### src/rtl/ppl_pkg.sv
// Constants, object indices and carrier types of the probe position latch.
// Assumes one system clock domain; every user of it names items as ppl_pkg::name.
package ppl_pkg;

  // Object dictionary indices and sub-indices
  localparam logic [15:0] IDX_CTRL          = 16'h60B8;
  localparam logic [15:0] IDX_STATE         = 16'h60B9;
  localparam logic [15:0] IDX_ONE_RISE_POS  = 16'h60BA;
  localparam logic [15:0] IDX_ONE_FALL_POS  = 16'h60BB;
  localparam logic [15:0] IDX_TWO_RISE_POS  = 16'h60BC;
  localparam logic [15:0] IDX_TWO_FALL_POS  = 16'h60BD;
  localparam logic [15:0] IDX_ONE_RISE_CNT  = 16'h60D5;
  localparam logic [15:0] IDX_ONE_FALL_CNT  = 16'h60D6;
  localparam logic [15:0] IDX_TWO_RISE_CNT  = 16'h60D7;
  localparam logic [15:0] IDX_TWO_FALL_CNT  = 16'h60D8;
  localparam logic [15:0] IDX_IN_FUNC       = 16'h2152;
  localparam logic [7:0]  SUB_ZERO          = 8'h00;
  localparam logic [7:0]  SUB_IN_ONE        = 8'h01;
  localparam logic [7:0]  SUB_IN_TWO        = 8'h02;

  // Values after reset
  localparam logic [15:0] CTRL_RST          = 16'h0000;
  localparam logic [15:0] FUNC_ONE_RST      = 16'h0001;
  localparam logic [15:0] FUNC_TWO_RST      = 16'h0002;
  localparam logic [31:0] POS_RST           = 32'h0000_0000;
  localparam logic [15:0] COUNT_RST         = 16'h0000;

  // Input function codes, one-hot
  localparam logic [15:0] FUNC_HOME         = 16'h0001;
  localparam logic [15:0] FUNC_NEG_LIMIT    = 16'h0002;
  localparam logic [15:0] FUNC_POS_LIMIT    = 16'h0004;
  localparam logic [15:0] FUNC_QUICK_STOP   = 16'h0008;
  localparam logic [15:0] FUNC_USER         = 16'h0010;
  localparam logic [15:0] FUNC_PROBE_ONE    = 16'h0020;
  localparam logic [15:0] FUNC_PROBE_TWO    = 16'h0040;

  // Control word layout; channel two sits one stride above channel one
  localparam int          CH_STRIDE         = 8;
  localparam int          CTRL_EN_BIT       = 0;
  localparam int          CTRL_MODE_BIT     = 1;
  localparam int          CTRL_RISE_BIT     = 4;
  localparam int          CTRL_FALL_BIT     = 5;
  localparam logic [15:0] CTRL_WRITE_MASK   = 16'h3333;

  // State word layout
  localparam int          ST_ACTIVE_BIT     = 0;
  localparam int          ST_RISE_DONE_BIT  = 1;
  localparam int          ST_FALL_DONE_BIT  = 2;

  // Trigger counter ceiling
  localparam logic [15:0] COUNT_MAX         = 16'h8000;

  typedef struct packed {
    logic        valid;
    logic        write;
    logic [15:0] index;
    logic [7:0]  subindex;
    logic [31:0] wdata;
  } ppl_od_req_t;

  typedef struct packed {
    logic        ack;
    logic        error;
    logic [31:0] rdata;
  } ppl_od_rsp_t;

  typedef struct packed {
    logic continuous;
    logic rise_en;
    logic fall_en;
  } ppl_arm_cfg_t;

  typedef enum logic [1:0] {
    CH_STOPPED,
    CH_ARMED,
    CH_SPENT
  } ppl_ch_state_t;

endpackage

### src/rtl/ppl_probe_latch.sv
// Two-channel probe position latch: control and state words, position latches, counters.
// Assumes position_in is on clk_sys; probe pins are asynchronous and pass a synchroniser.
`timescale 1ns/1ps
module ppl_probe_latch #(
  parameter int NUM_CH    = 2,
  parameter int POS_WIDTH = 32,
  parameter int CNT_WIDTH = 16
) (
  // Clock and reset
  input  wire logic                        clk_sys,
  input  wire logic                        sys_rst,
  // Digital input pins
  input  wire logic                        first_digital_input,
  input  wire logic                        second_digital_input,
  // Axis position
  input  wire logic signed [POS_WIDTH-1:0] position_in,
  // Object access port
  input  wire ppl_pkg::ppl_od_req_t        od_req,
  output ppl_pkg::ppl_od_rsp_t             od_rsp_q,
  // Probe state word copy
  output logic             [15:0]          probe_state_q
);

  // Input function code that routes an input into a channel
  function automatic logic feeds_channel(input logic [15:0] func, input int ch);
    feeds_channel = (ch == 0) ? (func == ppl_pkg::FUNC_PROBE_ONE)
                              : (func == ppl_pkg::FUNC_PROBE_TWO);
  endfunction

  // Object match on index and sub-index
  function automatic logic is_obj(input ppl_pkg::ppl_od_req_t req,
                                  input logic [15:0] idx,
                                  input logic [7:0]  sub);
    is_obj = (req.index == idx) && (req.subindex == sub);
  endfunction

  // Registers
  logic [15:0]                 ctrl_q;
  logic [15:0]                 func_one_q;
  logic [15:0]                 func_two_q;
  logic [NUM_CH-1:0]           en_prev_q;
  logic [NUM_CH-1:0]           rise_done_q;
  logic [NUM_CH-1:0]           fall_done_q;
  logic signed [POS_WIDTH-1:0] pos_rise_q [NUM_CH];
  logic signed [POS_WIDTH-1:0] pos_fall_q [NUM_CH];
  logic [CNT_WIDTH-1:0]        cnt_rise [NUM_CH];
  logic [CNT_WIDTH-1:0]        cnt_fall [NUM_CH];
  ppl_pkg::ppl_arm_cfg_t       cfg_q [NUM_CH];
  ppl_pkg::ppl_ch_state_t      state_q [NUM_CH];

  // Combinational
  logic [1:0]                  pin_rise;
  logic [1:0]                  pin_fall;
  logic [NUM_CH-1:0]           ch_en;
  logic [NUM_CH-1:0]           ch_arm;
  logic [NUM_CH-1:0]           ch_rise;
  logic [NUM_CH-1:0]           ch_fall;
  logic [NUM_CH-1:0]           qual_rise;
  logic [NUM_CH-1:0]           qual_fall;
  logic [15:0]                 state_word;
  logic [31:0]                 rd_data;
  logic                        rd_known;
  logic                        wr_ok;

  // Pin synchroniser and edge detect
  ppl_sync_edge #(
    .WIDTH   (2)
  ) u_sync (
    .clk_sys (clk_sys),
    .sys_rst (sys_rst),
    .pin_in  ({second_digital_input, first_digital_input}),
    .level_q (),
    .rise_q  (pin_rise),
    .fall_q  (pin_fall)
  );

  genvar c;
  generate
    for (c = 0; c < NUM_CH; c++) begin : g_ch
      localparam int BASE = c * ppl_pkg::CH_STRIDE;

      // Both inputs may feed one channel; their edges then overlay
      assign ch_rise[c] = (pin_rise[0] & feeds_channel(func_one_q, c))
                        | (pin_rise[1] & feeds_channel(func_two_q, c));
      assign ch_fall[c] = (pin_fall[0] & feeds_channel(func_one_q, c))
                        | (pin_fall[1] & feeds_channel(func_two_q, c));

      assign ch_en[c]  = ctrl_q[BASE + ppl_pkg::CTRL_EN_BIT];
      assign ch_arm[c] = ch_en[c] & ~en_prev_q[c];

      assign qual_rise[c] = (state_q[c] == ppl_pkg::CH_ARMED) && ch_en[c]
                          && cfg_q[c].rise_en && ch_rise[c];
      assign qual_fall[c] = (state_q[c] == ppl_pkg::CH_ARMED) && ch_en[c]
                          && cfg_q[c].fall_en && ch_fall[c];

      always_ff @(posedge clk_sys) begin
        if (sys_rst) begin
          en_prev_q[c] <= 1'b0;
        end else begin
          en_prev_q[c] <= ch_en[c];
        end
      end

      // Settings are frozen at the enable edge, later control writes do not reach them
      always_ff @(posedge clk_sys) begin
        if (sys_rst) begin
          cfg_q[c] <= '0;
        end else if (ch_arm[c]) begin
          cfg_q[c].continuous <= ctrl_q[BASE + ppl_pkg::CTRL_MODE_BIT];
          cfg_q[c].rise_en    <= ctrl_q[BASE + ppl_pkg::CTRL_RISE_BIT];
          cfg_q[c].fall_en    <= ctrl_q[BASE + ppl_pkg::CTRL_FALL_BIT];
        end
      end

      always_ff @(posedge clk_sys) begin
        if (sys_rst) begin
          state_q[c] <= ppl_pkg::CH_STOPPED;
        end else begin
          case (state_q[c])
            ppl_pkg::CH_STOPPED: begin
              if (ch_arm[c]) begin
                state_q[c] <= ppl_pkg::CH_ARMED;
              end
            end
            ppl_pkg::CH_ARMED: begin
              if (!ch_en[c]) begin
                state_q[c] <= ppl_pkg::CH_STOPPED;
              end else if ((qual_rise[c] || qual_fall[c]) && !cfg_q[c].continuous) begin
                state_q[c] <= ppl_pkg::CH_SPENT;
              end
            end
            ppl_pkg::CH_SPENT: begin
              if (!ch_en[c]) begin
                state_q[c] <= ppl_pkg::CH_STOPPED;
              end
            end
            default: begin
              state_q[c] <= ppl_pkg::CH_STOPPED;
            end
          endcase
        end
      end

      // Arming only happens from stopped, so it never meets a capture in one cycle
      always_ff @(posedge clk_sys) begin
        if (sys_rst) begin
          rise_done_q[c] <= 1'b0;
        end else if (qual_rise[c]) begin
          rise_done_q[c] <= 1'b1;
        end else if (ch_arm[c]) begin
          rise_done_q[c] <= 1'b0;
        end
      end

      always_ff @(posedge clk_sys) begin
        if (sys_rst) begin
          fall_done_q[c] <= 1'b0;
        end else if (qual_fall[c]) begin
          fall_done_q[c] <= 1'b1;
        end else if (ch_arm[c]) begin
          fall_done_q[c] <= 1'b0;
        end
      end

      // Position taken in the cycle the synchronised edge shows
      always_ff @(posedge clk_sys) begin
        if (sys_rst) begin
          pos_rise_q[c] <= ppl_pkg::POS_RST;
        end else if (qual_rise[c]) begin
          pos_rise_q[c] <= position_in;
        end
      end

      always_ff @(posedge clk_sys) begin
        if (sys_rst) begin
          pos_fall_q[c] <= ppl_pkg::POS_RST;
        end else if (qual_fall[c]) begin
          pos_fall_q[c] <= position_in;
        end
      end

      ppl_trig_counter #(
        .WIDTH   (CNT_WIDTH),
        .MAX     (ppl_pkg::COUNT_MAX)
      ) u_cnt_rise (
        .clk_sys (clk_sys),
        .sys_rst (sys_rst),
        .clear   (ch_arm[c]),
        .step    (qual_rise[c] & cfg_q[c].continuous),
        .count_q (cnt_rise[c])
      );

      ppl_trig_counter #(
        .WIDTH   (CNT_WIDTH),
        .MAX     (ppl_pkg::COUNT_MAX)
      ) u_cnt_fall (
        .clk_sys (clk_sys),
        .sys_rst (sys_rst),
        .clear   (ch_arm[c]),
        .step    (qual_fall[c] & cfg_q[c].continuous),
        .count_q (cnt_fall[c])
      );
    end
  endgenerate

  // State word; reserved bits stay zero
  always_comb begin
    state_word = 16'h0000;
    for (int i = 0; i < NUM_CH; i++) begin
      state_word[i*ppl_pkg::CH_STRIDE + ppl_pkg::ST_ACTIVE_BIT] =
        (state_q[i] == ppl_pkg::CH_ARMED);
      state_word[i*ppl_pkg::CH_STRIDE + ppl_pkg::ST_RISE_DONE_BIT] = rise_done_q[i];
      state_word[i*ppl_pkg::CH_STRIDE + ppl_pkg::ST_FALL_DONE_BIT] = fall_done_q[i];
    end
  end

  always_ff @(posedge clk_sys) begin
    if (sys_rst) begin
      probe_state_q <= 16'h0000;
    end else begin
      probe_state_q <= state_word;
    end
  end

  // Read decode
  always_comb begin
    rd_data  = 32'h0000_0000;
    rd_known = 1'b1;
    wr_ok    = 1'b0;
    if (is_obj(od_req, ppl_pkg::IDX_CTRL, ppl_pkg::SUB_ZERO)) begin
      rd_data = {16'h0000, ctrl_q};
      wr_ok   = 1'b1;
    end else if (is_obj(od_req, ppl_pkg::IDX_STATE, ppl_pkg::SUB_ZERO)) begin
      rd_data = {16'h0000, state_word};
    end else if (is_obj(od_req, ppl_pkg::IDX_ONE_RISE_POS, ppl_pkg::SUB_ZERO)) begin
      rd_data = pos_rise_q[0];
    end else if (is_obj(od_req, ppl_pkg::IDX_ONE_FALL_POS, ppl_pkg::SUB_ZERO)) begin
      rd_data = pos_fall_q[0];
    end else if (is_obj(od_req, ppl_pkg::IDX_TWO_RISE_POS, ppl_pkg::SUB_ZERO)) begin
      rd_data = pos_rise_q[1];
    end else if (is_obj(od_req, ppl_pkg::IDX_TWO_FALL_POS, ppl_pkg::SUB_ZERO)) begin
      rd_data = pos_fall_q[1];
    end else if (is_obj(od_req, ppl_pkg::IDX_ONE_RISE_CNT, ppl_pkg::SUB_ZERO)) begin
      rd_data = {16'h0000, cnt_rise[0]};
    end else if (is_obj(od_req, ppl_pkg::IDX_ONE_FALL_CNT, ppl_pkg::SUB_ZERO)) begin
      rd_data = {16'h0000, cnt_fall[0]};
    end else if (is_obj(od_req, ppl_pkg::IDX_TWO_RISE_CNT, ppl_pkg::SUB_ZERO)) begin
      rd_data = {16'h0000, cnt_rise[1]};
    end else if (is_obj(od_req, ppl_pkg::IDX_TWO_FALL_CNT, ppl_pkg::SUB_ZERO)) begin
      rd_data = {16'h0000, cnt_fall[1]};
    end else if (is_obj(od_req, ppl_pkg::IDX_IN_FUNC, ppl_pkg::SUB_IN_ONE)) begin
      rd_data = {16'h0000, func_one_q};
      wr_ok   = 1'b1;
    end else if (is_obj(od_req, ppl_pkg::IDX_IN_FUNC, ppl_pkg::SUB_IN_TWO)) begin
      rd_data = {16'h0000, func_two_q};
      wr_ok   = 1'b1;
    end else begin
      rd_known = 1'b0;
    end
  end

  // Control word keeps only its defined bits
  always_ff @(posedge clk_sys) begin
    if (sys_rst) begin
      ctrl_q <= ppl_pkg::CTRL_RST;
    end else if (od_req.valid && od_req.write
                 && is_obj(od_req, ppl_pkg::IDX_CTRL, ppl_pkg::SUB_ZERO)) begin
      ctrl_q <= od_req.wdata[15:0] & ppl_pkg::CTRL_WRITE_MASK;
    end
  end

  // Function codes are stored whole; only the two probe codes route a pin here
  always_ff @(posedge clk_sys) begin
    if (sys_rst) begin
      func_one_q <= ppl_pkg::FUNC_ONE_RST;
      func_two_q <= ppl_pkg::FUNC_TWO_RST;
    end else if (od_req.valid && od_req.write) begin
      if (is_obj(od_req, ppl_pkg::IDX_IN_FUNC, ppl_pkg::SUB_IN_ONE)) begin
        func_one_q <= od_req.wdata[15:0];
      end
      if (is_obj(od_req, ppl_pkg::IDX_IN_FUNC, ppl_pkg::SUB_IN_TWO)) begin
        func_two_q <= od_req.wdata[15:0];
      end
    end
  end

  // Answer one cycle after each request; unknown objects and writes to read-only fail
  always_ff @(posedge clk_sys) begin
    if (sys_rst) begin
      od_rsp_q <= '0;
    end else begin
      od_rsp_q.ack   <= od_req.valid;
      od_rsp_q.error <= od_req.valid && (!rd_known || (od_req.write && !wr_ok));
      od_rsp_q.rdata <= (od_req.valid && !od_req.write) ? rd_data : 32'h0000_0000;
    end
  end

endmodule

### src/rtl/ppl_sync_edge.sv
// Two-stage synchroniser with registered edge detect for asynchronous pins.
// Assumes pins are asynchronous to clk_sys and held for at least two clock periods.
`timescale 1ns/1ps
module ppl_sync_edge #(
  parameter int WIDTH = 2
) (
  // Clock and reset
  input  wire logic             clk_sys,
  input  wire logic             sys_rst,
  // Raw pins
  input  wire logic [WIDTH-1:0] pin_in,
  // Synchronised level and one-cycle edge pulses
  output logic      [WIDTH-1:0] level_q,
  output logic      [WIDTH-1:0] rise_q,
  output logic      [WIDTH-1:0] fall_q
);

  logic [WIDTH-1:0] meta_q;
  logic [WIDTH-1:0] prev_q;

  // First stage is read only by the second stage
  always_ff @(posedge clk_sys) begin
    if (sys_rst) begin
      meta_q  <= '0;
      level_q <= '0;
    end else begin
      meta_q  <= pin_in;
      level_q <= meta_q;
    end
  end

  always_ff @(posedge clk_sys) begin
    if (sys_rst) begin
      prev_q <= '0;
      rise_q <= '0;
      fall_q <= '0;
    end else begin
      prev_q <= level_q;
      rise_q <= level_q & ~prev_q;
      fall_q <= ~level_q & prev_q;
    end
  end

endmodule

### src/rtl/ppl_trig_counter.sv
// Saturating trigger counter for one probe channel and edge direction.
// Assumes clear and step come from logic on clk_sys.
`timescale 1ns/1ps
module ppl_trig_counter #(
  parameter int              WIDTH = 16,
  parameter logic [WIDTH-1:0] MAX  = ppl_pkg::COUNT_MAX
) (
  // Clock and reset
  input  wire logic             clk_sys,
  input  wire logic             sys_rst,
  // Control
  input  wire logic             clear,
  input  wire logic             step,
  // Count
  output logic      [WIDTH-1:0] count_q
);

  // Holds at the ceiling rather than wrapping, so a flood of edges never reads as few
  always_ff @(posedge clk_sys) begin
    if (sys_rst) begin
      count_q <= '0;
    end else if (step && (count_q < MAX)) begin
      count_q <= count_q + 1'b1;
    end else if (clear) begin
      count_q <= '0;
    end
  end

endmodule

### config.mk
export PLATFORM = sky130hd
export DESIGN_NAME = ppl_probe_latch
export DESIGN_NICKNAME = d
export VERILOG_FILES = /design/src/rtl/ppl_pkg.sv /design/src/rtl/ppl_probe_latch.sv /design/src/rtl/ppl_sync_edge.sv /design/src/rtl/ppl_trig_counter.sv
export SDC_FILE = /design/constraint.sdc
export NUM_CORES = 1
export LEC_CHECK = 0
export ABC_AREA = 1
export BUFFER_PORTS_ARGS = -buffer_cell sky130_fd_sc_hd__buf_2
export CAP_MARGIN = 20
export CORE_ASPECT_RATIO = 1.4
export CORE_MARGIN = 2
export CORE_UTILIZATION = 40
export DETAILED_ROUTE_END_ITERATION = 12
export GPL_TIMING_DRIVEN = 0
export MAX_ROUTING_LAYER = met4
export PLACE_DENSITY = 0.62
export SLEW_MARGIN = 20
export SYNTH_ARGS = -nofsm -noshare
export SYNTH_HDL_FRONTEND = slang
export SYNTH_SLANG_ARGS = --single-unit
export TNS_END_PERCENT = 20
### constraint.sdc
create_clock -name clk_sys -period 3.4 [get_ports clk_sys]
set_clock_uncertainty 0.15 [all_clocks]
set_input_delay 0.68 -clock clk_sys [delete_from_list [all_inputs] [get_ports clk_sys]]
set_output_delay 0.68 -clock clk_sys [all_outputs]
set_load 0.05 [all_outputs]
# Word-level counts from Yosys, hierarchy flattened
# Memories as Yosys holds them, arrays and structs flattened.
# Cells that the tools add are included.
# op_classes
addsub,4
magnitude_cmp,4
n_eq_ne,21
mux,122
bitwise,45
reduce_logical,59
# ops
op,n
32-bit 2-to-1 mux,8
16-bit 2-to-1 mux,12
16-bit by 15-bit == test with 1-bit output (second input constant),10
1-bit 2-to-1 mux,90
16-bit by 1-bit adder with 16-bit output (second input constant),4
16-bit < comparator (second input constant),4
1-bit logical AND,33
16-bit by 6-bit == test with 1-bit output (second input constant),2
16-bit by 7-bit == test with 1-bit output (second input constant),2
14-bit 2-to-1 mux,2
1-bit OR,24
2-bit 2-to-1 mux,10
16-bit by 14-bit == test with 1-bit output (second input constant),1
2-bit nonzero test,8
1-bit bitwise AND,14
3-bit OR reduction,3
8-bit by 1-bit == test with 1-bit output (second input constant),1
8-bit by 2-bit == test with 1-bit output (second input constant),1
8-bit logical NOT,1
1-bit logical NOT,5
2-bit bitwise AND,2
2-bit by 1-bit == test with 1-bit output (second input constant),2
2-bit == test (second input constant),2
2-bit logical NOT,2
other kinds (6),12
# word_totals
reg_bits,170
ramBits,138
input_bits,94
output_inout_bits,50
word_cells,285
mem_count,4
# mem_list
memory,words,word_bits,rd,rd_clocked_by_memory_dff,write_ports,line,rtl
pos_fall_q,2,32,2,0,2,ppl_probe_latch.sv:45,logic signed [POS_WIDTH-1:0] pos_fall_q [NUM_CH];
pos_rise_q,2,32,2,0,2,ppl_probe_latch.sv:44,logic signed [POS_WIDTH-1:0] pos_rise_q [NUM_CH];
cfg_q,2,3,2,0,2,ppl_probe_latch.sv:48,ppl_pkg::ppl_arm_cfg_t cfg_q [NUM_CH];
state_q,2,2,2,0,2,ppl_probe_latch.sv:49,ppl_pkg::ppl_ch_state_t state_q [NUM_CH];

# Longest topological paths before layout
# Gate-level depths: netlist of the first run.
# logic_depth
depth_word,18
depth_mapped,16

# By module
# Synthesis of the first run repeated with hierarchy kept, for this count alone.
# hier_totals
hier_cells,1906
area_unflattened_um2,14681.6
# by_module_without_submodules
mod,instances,cells_per_inst,area_each_um2,seq_area_each_um2
ppl_probe_latch,1,1282,10741.6,5865.6
ppl_trig_counter at g_ch[0].u_cnt_fall ...,3,148,907.1,320.3
ppl_trig_counter at g_ch[1].u_cnt_rise,1,151,947.2,320.3
ppl_sync_edge,1,29,271.5,200.2

# Worst setup path before layout of the first run
# Ideal clock, no wire load.
# synth_path
kind,in2reg
from,in sys_rst
to,"mem pos_rise_q[0][0], enable pin"
arrival_ns,2.364
slack_ns,0.408
stages,6
cell_sequence,clkbuf_1 inv_1 clkbuf_1 clkbuf_1 buf_1 nand2_1
# synth_lines
element,line,rtl
start: declaration,ppl_probe_latch.sv:11,"input wire logic sys_rst,"
end: declaration,ppl_probe_latch.sv:44,

==> summary.md, run 1 <==
| Metric | Value |
|---|---|
| Critical path capture point type | flop |
| Asr flop ratio synth | 0% |
| Cell area power density | 461.9 nW/um^2 |
| Sequential share of the synthesized area | 51.19% |
| Yosys cell types | 51 |
| Std-Cell Rows | 82 |
| Final min period | 3.136 ns |
| Worst path most repeated cell | clkbuf_1 |
| Gp weighted congestion | 0.9783 |
| Final worst path period share | 92.23% |
| Post-CTS setup buffers | 0 |
| Max frequency | 0.3189 GHz |
| Min Hold Slack | 0.1519 ns |
| Non-filler cells, final | 2424 |
| Num ports | 144 |
| Global route total overflow | 0 |
| Share of cells above drive strength 1 | 13.62% |
| Met2 wire length | 23450 um |
| Commonest register cell after synthesis | dfxtp_1 |
| Commonest non-fill, non-tap cell in the layout | nor2_1 |
| Routed vias/inst | 5.320 |
| Post-DP HPWL | 34890 um |
| Routed Antenna Nets | 0 |
| Die ar. | 37430 sq um |
| Largest net degree at the start of global routing | 23 |
| Total routed wirelength | 46550 um |
| Slew Limit Fails | 0 |
| Clk sink count | 298 |
| Setup-failing EPs final | 0 |
| Layout Nets | 2034 |
| Routed met3 length | 2662 um |
| Num CTS Buffers | 31 |
| Fin util | 46.98% |
| Post-Syn Area | 14350 sq um |
| Relative slew slack | 41.69% |
| DRT met1 WL | 17530 um |
| Fill cell count | 3530 |
| Largest stage delay on the critical path | 0.62 ns |
| CTS tree | done |
| Antenna violations before repair | 1 |
| Unrepaired setup endpoints after global routing | false |
| Number of synthesized flops with an enable pin | 138 |
| # port buffers | 116 |
| Final instance area | 16720 sq um |
| Critical Path RT | 3.57 ns |
| Endpoints failing hold | 0 |
| Tightest Pin Transition | 0.8747 ns |
| Area post-placement | 15660 sq um |
| Startpoint Class | input pin |
| Global Route Usage Sum | 25.53% |
| Clk_lat worst skew | 0.58 ns |
| Arr. time, crit path | 3.31 ns |
| Avg Cell Area, Syn | 8.090 sq um |
| Via Count | 12900 |
| YS warnings | 0 |
| Critical Path, Cell by Cell | clkbuf_1 > inv_1 > clkbuf_1 > clkbuf_1 > buf_2 > nand2_2 > buf_16 |
| H-tree depth | 1 |
| P&R area growth vs syn | 16.54% |
| Cell count after placement | 2365 |
| Starting Density | 40.31% |
| Register clock-pin slew on the reported worst setup and hold paths | 0.06 ns |
| Static leakage | 6.619 nW |
| Mapped Cells | 1774 |
| Final setup TNS | 0 ns |
| Die X | 164.1 um |
| Avg WL per Cell | 19.21 um |
| Register bit total from synthesis | 298 |
| Most frequent cells in the layout | 291 x nor2_1, 261 x nand2_1, 222 x inv_1, 160 x dfxtp_1, 150 x a21oi_1 |
| Status | completed |
| Crit path max fanout | 19 |
| Highest routed layer | met4 |
| Hold bufs inserted after CTS | 0 |
| Setup CP Type | in -> reg |
| Slowest stage cell, crit path | clkbuf_1 |
| Max Root-Sink Buffers | 3 |
| VDD IR-drop max | 0.3907 mV |
| Starting DRT DRC Count | 1066 |
| Drt first pass iters | 5 |
| Worst Hold Class | in -> reg |
| Chip height | 228.1 um |
| Post-cts sizing count | 1 |
| Vias in the first global route | 12820 |
| CTS root buf | clkbuf_16 |
| # Max-Cap Violations | 0 |
| DRC | 0 |
| First-pass GRT wire length | 71280 um |
| CORE AREA | 35600 sq um |
cell type report:
class / count / area, sq um / area share [%]
multi-input cells: 1169 / 5768 / 34.49
plain buffers: 88 / 425.4 / 2.544
clock inverters: 18 / 205.2 / 1.227
inverters: 228 / 855.8 / 5.117
clock buffers: 40 / 859.6 / 5.140
flip-flops and latches: 298 / 7347 / 43.93
well taps: 462 / 578.1 / 3.456
repair buffers: 120 / 683.2 / 4.085
diodes: 1 / 2.502 / 0.01496
path summary, 6_finish.rpt:
| check | start | slack [ns] | cells past startpoint | endpoint |
|---|---|---|---|---|
| max | sys_rst | 0.26 | 7 | pos_fall_q[0][3] |
| min | second_digital_input | 0.15 | 3 | u_sync.meta_q[1] |
| max reg2reg | func_one_q[12] | 0.39 | 8 | pos_fall_q[0][3] |
| min reg2reg | u_sync.meta_q[1] | 0.27 | 2 | u_sync.level_q[1] |
per-stage QoR:
| stage | total power (W) | worst slack, ns |
|---|---|---|
| CTS | 0.007763 | 0.3282 |
| floorplan | 0.004093 | 0.4076 |
| global placement | 0.004221 | -1.348 |
| detailed placement | 0.004239 | -0.6672 |
| global route | 0.007935 | 0.2179 |
| finish | 0.007725 | 0.2642 |
cells by family (layout without fill, tap and decap cells):
kind of cell               after synthesis  count (layout)  share of synthesized area (%)
other                                    1              11                        0.02613
xor gates and xnor gates                15              15                         0.9155
AOI/OAI and AO/OA                      342             342                          13.68
buffers and inverters                  316             494                          8.919
adders and majority gates                4               4                         0.3487
DFF                                    298             298                          51.19
and+or+nand+nor                        798             798                          24.92
sequential cells by signal, indices dropped and copies added, names as in the netlist:
register	cells
u_sync.prev_q	2
probe_state_q	6
cfg_q	6
u_sync.fall_q	2
fall_done_q	2
ctrl_q	8
pos_fall_q	64
rise_done_q	2
func_two_q	16
u_sync.rise_q	2
g_ch.u_cnt_rise.count_q	32
pos_rise_q	64
en_prev_q	2
u_sync.meta_q	2
od_rsp_q	34
g_ch.u_cnt_fall.count_q	32
state_q	4
func_one_q	16
u_sync.level_q	2
worst max-delay path, delay by kind of cell:
kind	cells	cell delay (ns)
buffers and inverters	6	2.21
and+or+nand+nor	1	0.39
routing by layer:
layer  vias up  global-route usage [%]
met1      6056                   28.09
met2       481                   44.31
li1       6214                       -
met4         0                   14.31
met5         -                       -
met3       144                   2.855
power breakdown:
part	switching (W)	internal (W)	leakage (nW)
logic	0.000224	0.0000819	3.49
registers	0.0000260	0.00383	2.60
clock network	0.00147	0.00209	0.527
total	0.00172	0.00600	6.62
cells in the mapped netlist, types with 6 or more instances:
cell | number | area (sq um)
nor2_1 | 291 | 1092
nand2_1 | 265 | 994.7
inv_1 | 222 | 833.3
dfxtp_1 | 160 | 3203
a21oi_1 | 150 | 750.7
nand3_1 | 141 | 705.7
edfxtp_1 | 138 | 4144
o21ai_0 | 119 | 595.6
clkbuf_1 | 34 | 127.6
nand4_1 | 34 | 212.7
buf_2 | 31 | 155.2
nor3_1 | 17 | 85.08
o211ai_1 | 16 | 120.1
o221ai_1 | 16 | 140.1
xor2_1 | 13 | 113.9
buf_4 | 12 | 90.09
o21bai_1 | 11 | 82.58
a211oi_1 | 10 | 75.07
buf_1 | 8 | 30.03
nor2_4 | 6 | 67.56
nor4_1 | 6 | 37.54
No activity file was read; power rests on OpenSTA's default activity.
==> run 2, diff against run 1 <==
CTS_BUF_LIST = sky130_fd_sc_hd__clkbuf_8   (was default)
==> run 2 against run 1 <==
- register-to-register slack improved by 0.06 ns
- cell area fell by 0.22%
- global-route usage rose by 0.11 points
- largest power group unchanged
==> summary.md, run 2 (same netlist as run 1, synthesis figures left out) <==
| Metric | Value |
|---|---|
| Status | completed |
| Critical Path Stages | 7 |
| Routed vias/inst | 5.305 |
| Drt first pass iters | 6 |
| Reg-to-reg slack, setup | 0.45 ns |
| Most frequent cells in the layout | 291 x nor2_1, 261 x nand2_1, 242 x inv_1, 160 x dfxtp_1, 150 x a21oi_1 |
| Crit path max-delay family | buffers and inverters |
| Final worst path period share | 91.34% |
| P&R area growth vs syn | 16.29% |
| Avg WL per Cell | 19.04 um |
| Share of cells above drive strength 1 | 14.34% |
| Clk_lat worst skew | 0.60 ns |
| RR Endpoint | pos_fall_q[0][26] |
| Critical path capture point type | flop |
| Starting Density | 40.31% |
| Critical Path RT | 3.59 ns |
| Clk sink count | 298 |
| CTS tree | done |
| Starting DRT DRC Count | 1044 |
| Non-filler cells, final | 2459 |
| Startpoint Class | input pin |
| Vias in the first global route | 12940 |
| Antenna violations before repair | 1 |
| Largest stage delay on the critical path | 0.62 ns |
| Global Route Usage Sum | 25.64% |
| Gp weighted congestion | 0.9783 |
| Setup-failing EPs final | 0 |
| Hold path depth | 3 |
| Num CTS Buffers | 49 |
| Final min period | 3.105 ns |
| DRC | 0 |
| Hold path start | second_digital_input |
| Commonest non-fill, non-tap cell in the layout | nor2_1 |
| Area post-placement | 15660 sq um |
| Die X | 164.1 um |
| Slew Limit Fails | 0 |
| First-pass GRT wire length | 71580 um |
| Via Count | 13050 |
| Crit path max fanout | 19 |
| Num ports | 144 |
| Layout Nets | 2052 |
| Static leakage | 6.696 nW |
| Fill cell count | 3554 |
| Final instance area | 16690 sq um |
| Total routed wirelength | 46820 um |
| H-tree depth | 2 |
| Unrepaired setup endpoints after global routing | false |
| Max frequency | 0.3220 GHz |
| Max Root-Sink Buffers | 3 |
| Routed Antenna Nets | 0 |
| Worst Hold End | u_sync.meta_q[1] |
| Fin util | 46.88% |
| Largest net degree at the start of global routing | 23 |
| Arr. time, crit path | 3.30 ns |
| Sequential cell area | 7347 sq um |
| Final setup TNS | 0 ns |
| Worst path most repeated cell | clkbuf_1 |
| Setup CP Type | in -> reg |
| Crit path buffers/inverters | 6 |
| Std-Cell Rows | 82 |
| Worst Hold Class | in -> reg |
| Cell depth of the worst flop-to-flop path | 8 |
| Critical Path, Cell by Cell | clkbuf_1 > inv_1 > clkbuf_1 > clkbuf_1 > buf_2 > nand2_2 > buf_16 |
| Tightest Pin Transition | 0.8823 ns |
| Chip height | 228.1 um |
| Slowest stage cell, crit path | clkbuf_1 |
| Post-DP HPWL | 34890 um |
| Endpoints failing hold | 0 |
| Cell count after placement | 2365 |
| # port buffers | 116 |
| Largest registers | pos_fall_q: 64 flops, pos_rise_q: 64 flops, od_rsp_q: 34 flops |
| VDD IR-drop max | 0.4114 mV |
| # Max-Cap Violations | 0 |
| Multi-input logic area | 5768 sq um |
| CTS root buf | clkbuf_8 |
| Die ar. | 37430 sq um |
| Cell area power density | 443.3 nW/um^2 |
| Relative slew slack | 41.18% |
| Global route total overflow | 0 |
| Register clock-pin slew on the reported worst setup and hold paths | 0.06 ns |
| Reg2reg start | func_one_q[12] |
| CORE AREA | 35600 sq um |
-- run 2: routing by layer --
layer	global-route usage, %	routed length, um	vias up
met1	27.86	17780	6134
met5	-	0	-
li1	-	-	6270
met4	14.58	2949	0
met3	3.527	2422	157
met2	44.33	23660	485
-- run 2: cell type report --
type	instances	share of cell area [%]
diodes	2	0.02999
plain buffers	88	2.549
clock buffers	63	5.196
clock inverters	29	0.9522
inverters	228	5.128
multi-input cells	1169	34.56
flip-flops and latches	298	44.02
well taps	462	3.464
repair buffers	120	4.094
-- run 2: stage by stage --
stage               worst slack, ns  power [W]  hold slack, ns
detailed placement          -0.6672   0.004239          0.2554
finish                       0.2946   0.007398          0.1310
CTS                          0.3721   0.007448         0.09818
global placement             -1.348   0.004221          0.2483
global route                 0.2568   0.007622          0.1169
floorplan                    0.4076   0.004093          0.2383
-- run 2: worst max-delay path by stage --
stage,from,to
global route,sys_rst,pos_fall_q[0][14]
CTS,sys_rst,pos_fall_q[1][22]
detailed placement,sys_rst,pos_fall_q[1][4]
global placement,sys_rst,pos_fall_q[0][7]
finish,sys_rst,pos_fall_q[0][26]
floorplan,sys_rst,pos_rise_q[0][0]
-- run 2: where the power goes --
part           internal (W)  total (W)  switching (W)  leakage, nW
Sequential          0.00383    0.00386      0.0000262         2.60
Combinational     0.0000819   0.000305       0.000223         3.49
Clock               0.00174    0.00323        0.00149        0.604
Total               0.00566    0.00740        0.00174         6.70
-- run 2: worst register-to-register path: stages (launching register included) --
cell     delay, ns
dfxtp_1       0.31
inv_1         0.07
nand2_1       0.10
nor4_1        0.60
nand2_1       0.20
o22ai_1       0.28
nand2_1       0.25
nand2_2       0.45
buf_16        0.24
-- run 2: repair_timing --
action / in CTS / in global routing
endpoints found under the setup margin: 29 / 0
gates resized for setup: 1 / 0
buffers inserted: 0 / 0
hold buffers: 0 / 0
==> run 3, diff against run 2 <==
CORE_ASPECT_RATIO = 0.6   (was 1.4)
==> run 3 against run 2 <==
- worst hold slack got worse by 0.026 ns
- global-route usage grew 0.52 points
- utilization rose by 0.27 points
- cell area decreased by 0.71%
- highest routed layer unchanged
==> summary.md, run 3 (same netlist as run 1, synthesis figures left out) <==
| Metric | Value |
|---|---|
| Setup CP Type | reg -> reg |
| Endpoints failing hold | 0 |
| Global Route Usage Sum | 26.16% |
| Slew Limit Fails | 0 |
| Crit path max-delay family | simple AND/OR/NAND/NOR gates |
| Unrepaired setup endpoints after global routing | false |
| Antenna violations before repair | 0 |
| Num ports | 144 |
| RR Endpoint | state_q[1][1] |
| Crit path max fanout | 7 |
| Starting Density | 40.83% |
| Final min period | 3.183 ns |
| Critical Path, Cell by Cell | inv_1 > nand4_1 > nor4_1 > nand3_1 > o31ai_4 > nand3_2 > nand2_1 > nand3_1 > nand4_1 |
| Hold path depth | 3 |
| Total routed wirelength | 48090 um |
| Critical Path Stages | 9 |
| Share of cells above drive strength 1 | 14.01% |
| H-tree depth | 2 |
| Largest net degree at the start of global routing | 24 |
| Routed vias/inst | 5.359 |
| DRC | 0 |
| Layout Nets | 2049 |
| Vias in the first global route | 11940 |
| Most frequent cells in the layout | 291 x nor2_1, 261 x nand2_1, 237 x inv_1, 160 x dfxtp_1, 150 x a21oi_1 |
| Pwr Total | 0.007258 W |
| # Max-Cap Violations | 0 |
| Reg-to-reg slack, setup | 0.22 ns |
| CTS root buf | clkbuf_8 |
| Static leakage | 6.613 nW |
| Cell depth of the worst flop-to-flop path | 9 |
| Num CTS Buffers | 46 |
| Cell area power density | 438.0 nW/um^2 |
| Gp weighted congestion | 1.022 |
| Commonest non-fill, non-tap cell in the layout | nor2_1 |
| Via Count | 13130 |
| Global route total overflow | 0 |
| Chip height | 150.7 um |
| Max frequency | 0.3142 GHz |
| First-pass GRT wire length | 71750 um |
| Largest stage delay on the critical path | 0.86 ns |
| Avg WL per Cell | 19.62 um |
| CTS tree | done |
| Clk_lat worst skew | 0.64 ns |
| Arr. time, crit path | 3.38 ns |
| Critical path capture point type | flop |
| P&R area growth vs syn | 15.46% |
| Slowest stage cell, crit path | nor4_1 |
| Startpoint Class | flop |
| # port buffers | 116 |
| Starting DRT DRC Count | 1879 |
| Clk sink count | 298 |
| Reg2reg start | func_one_q[4] |
| Die ar. | 37460 sq um |
| Tightest Pin Transition | 1.121 ns |
| Routed Antenna Nets | 0 |
| Relative slew slack | 24.58% |
| Worst Hold Class | in -> reg |
| Std-Cell Rows | 53 |
| Critical Path RT | 3.59 ns |
| Hold path start | first_digital_input |
| Fill cell count | 3487 |
| CORE AREA | 35150 sq um |
| Largest registers | pos_fall_q: 64 flops, pos_rise_q: 64 flops, od_rsp_q: 34 flops |
| Drt first pass iters | 5 |
| # diodes | 0 |
| Hold bufs inserted after CTS | 0 |
| Register clock-pin slew on the reported worst setup and hold paths | 0.07 ns |
| Final setup TNS | 0 ns |
| Final worst path period share | 93.62% |
| VDD IR-drop max | 0.2726 mV |
| Crit path buffers/inverters | 1 |
| Worst Hold End | u_sync.meta_q[0] |
| Die X | 248.5 um |
| Setup-failing EPs final | 0 |
| Post-DP HPWL | 36500 um |
| Max Root-Sink Buffers | 3 |
| Status | completed |
==> run 3: changes by cell type in the layout (fill, tap and decap cells not counted), moves of 2 or more <==
cell	before	now
buf_16	3	0
clkinv_2	6	3
clkbuf_8	63	56
inv_1	242	237
clkinv_1	1	3
diode_2	2	0
inv_12	0	2
buf_12	1	4
==> run 3: layout make-up <==
class                      instances  area, sq um  share of cell area, %
timing repair buffer             120        660.6                  3.987
inverter                         228        855.8                  5.165
buffer                            88        425.4                  2.567
tap                              467        584.3                  3.526
clock buffer                      56        770.7                  4.652
multi-input combinational       1169         5768                  34.81
sequential                       298         7347                  44.34
clock inverter                    25        157.7                 0.9514
==> run 3: how the worst max path moves through the flow <==
stage	startpoint	end	slack, ns
floorplan	sys_rst	pos_rise_q[0][0]	0.41
global placement	sys_rst	pos_fall_q[0][4]	-1.34
detailed placement	sys_rst	pos_fall_q[0][18]	-0.57
CTS	sys_rst	pos_fall_q[0][7]	0.07
global route	func_one_q[0]	state_q[1][1]	0.12
finish	func_one_q[4]	state_q[1][1]	0.22
==> run 3: power breakdown <==
part           switching, W  total, W  internal, W
registers         0.0000258   0.00386      0.00383
logic              0.000229  0.000308    0.0000791
clock network       0.00151   0.00309      0.00158
total               0.00176   0.00726      0.00549
==> run 3: worst register-to-register path, delay by kind of cell, from the launching register on <==
| family | cells | cell delay, ns |
|---|---|---|
| buffers and inverters | 1 | 0.20 |
| DFF | 1 | 0.32 |
| AOI/OAI and AO/OA | 1 | 0.22 |
| and+or+nand+nor | 7 | 2.01 |
==> run 3: layer usage <==
layer / global-route usage, % / routed length, um
met5: - / 0
met4: 6.317 / 716
met3: 7.555 / 6076
met2: 32.88 / 18180
met1: 39.89 / 23120
==> run 3: per-stage QoR <==
| step | std cells | hold slack [ns] | utilization (%) | setup slack, ns | area (sq um) |
|---|---|---|---|---|---|
| floorplan | 1783 | 0.2383 | - | 0.4076 | 14390 |
| global route | 2451 | 0.09970 | 47.14 | 0.1201 | 16570 |
| global placement | 2366 | 0.2435 | 44.24 | -1.343 | 15550 |
| finish | 2451 | 0.1053 | 47.14 | 0.2170 | 16570 |
| detailed placement | 2370 | 0.2431 | 44.50 | -0.5712 | 15640 |
| CTS | 2451 | 0.07747 | 47.14 | 0.06723 | 16570 |
==> run 3: timing repair <==
action	4_1_cts	5_1_grt
setup buffers	0	0
resized for setup	0	2
endpoints found under the hold margin	0	0
endpoints found under the setup margin	0	46
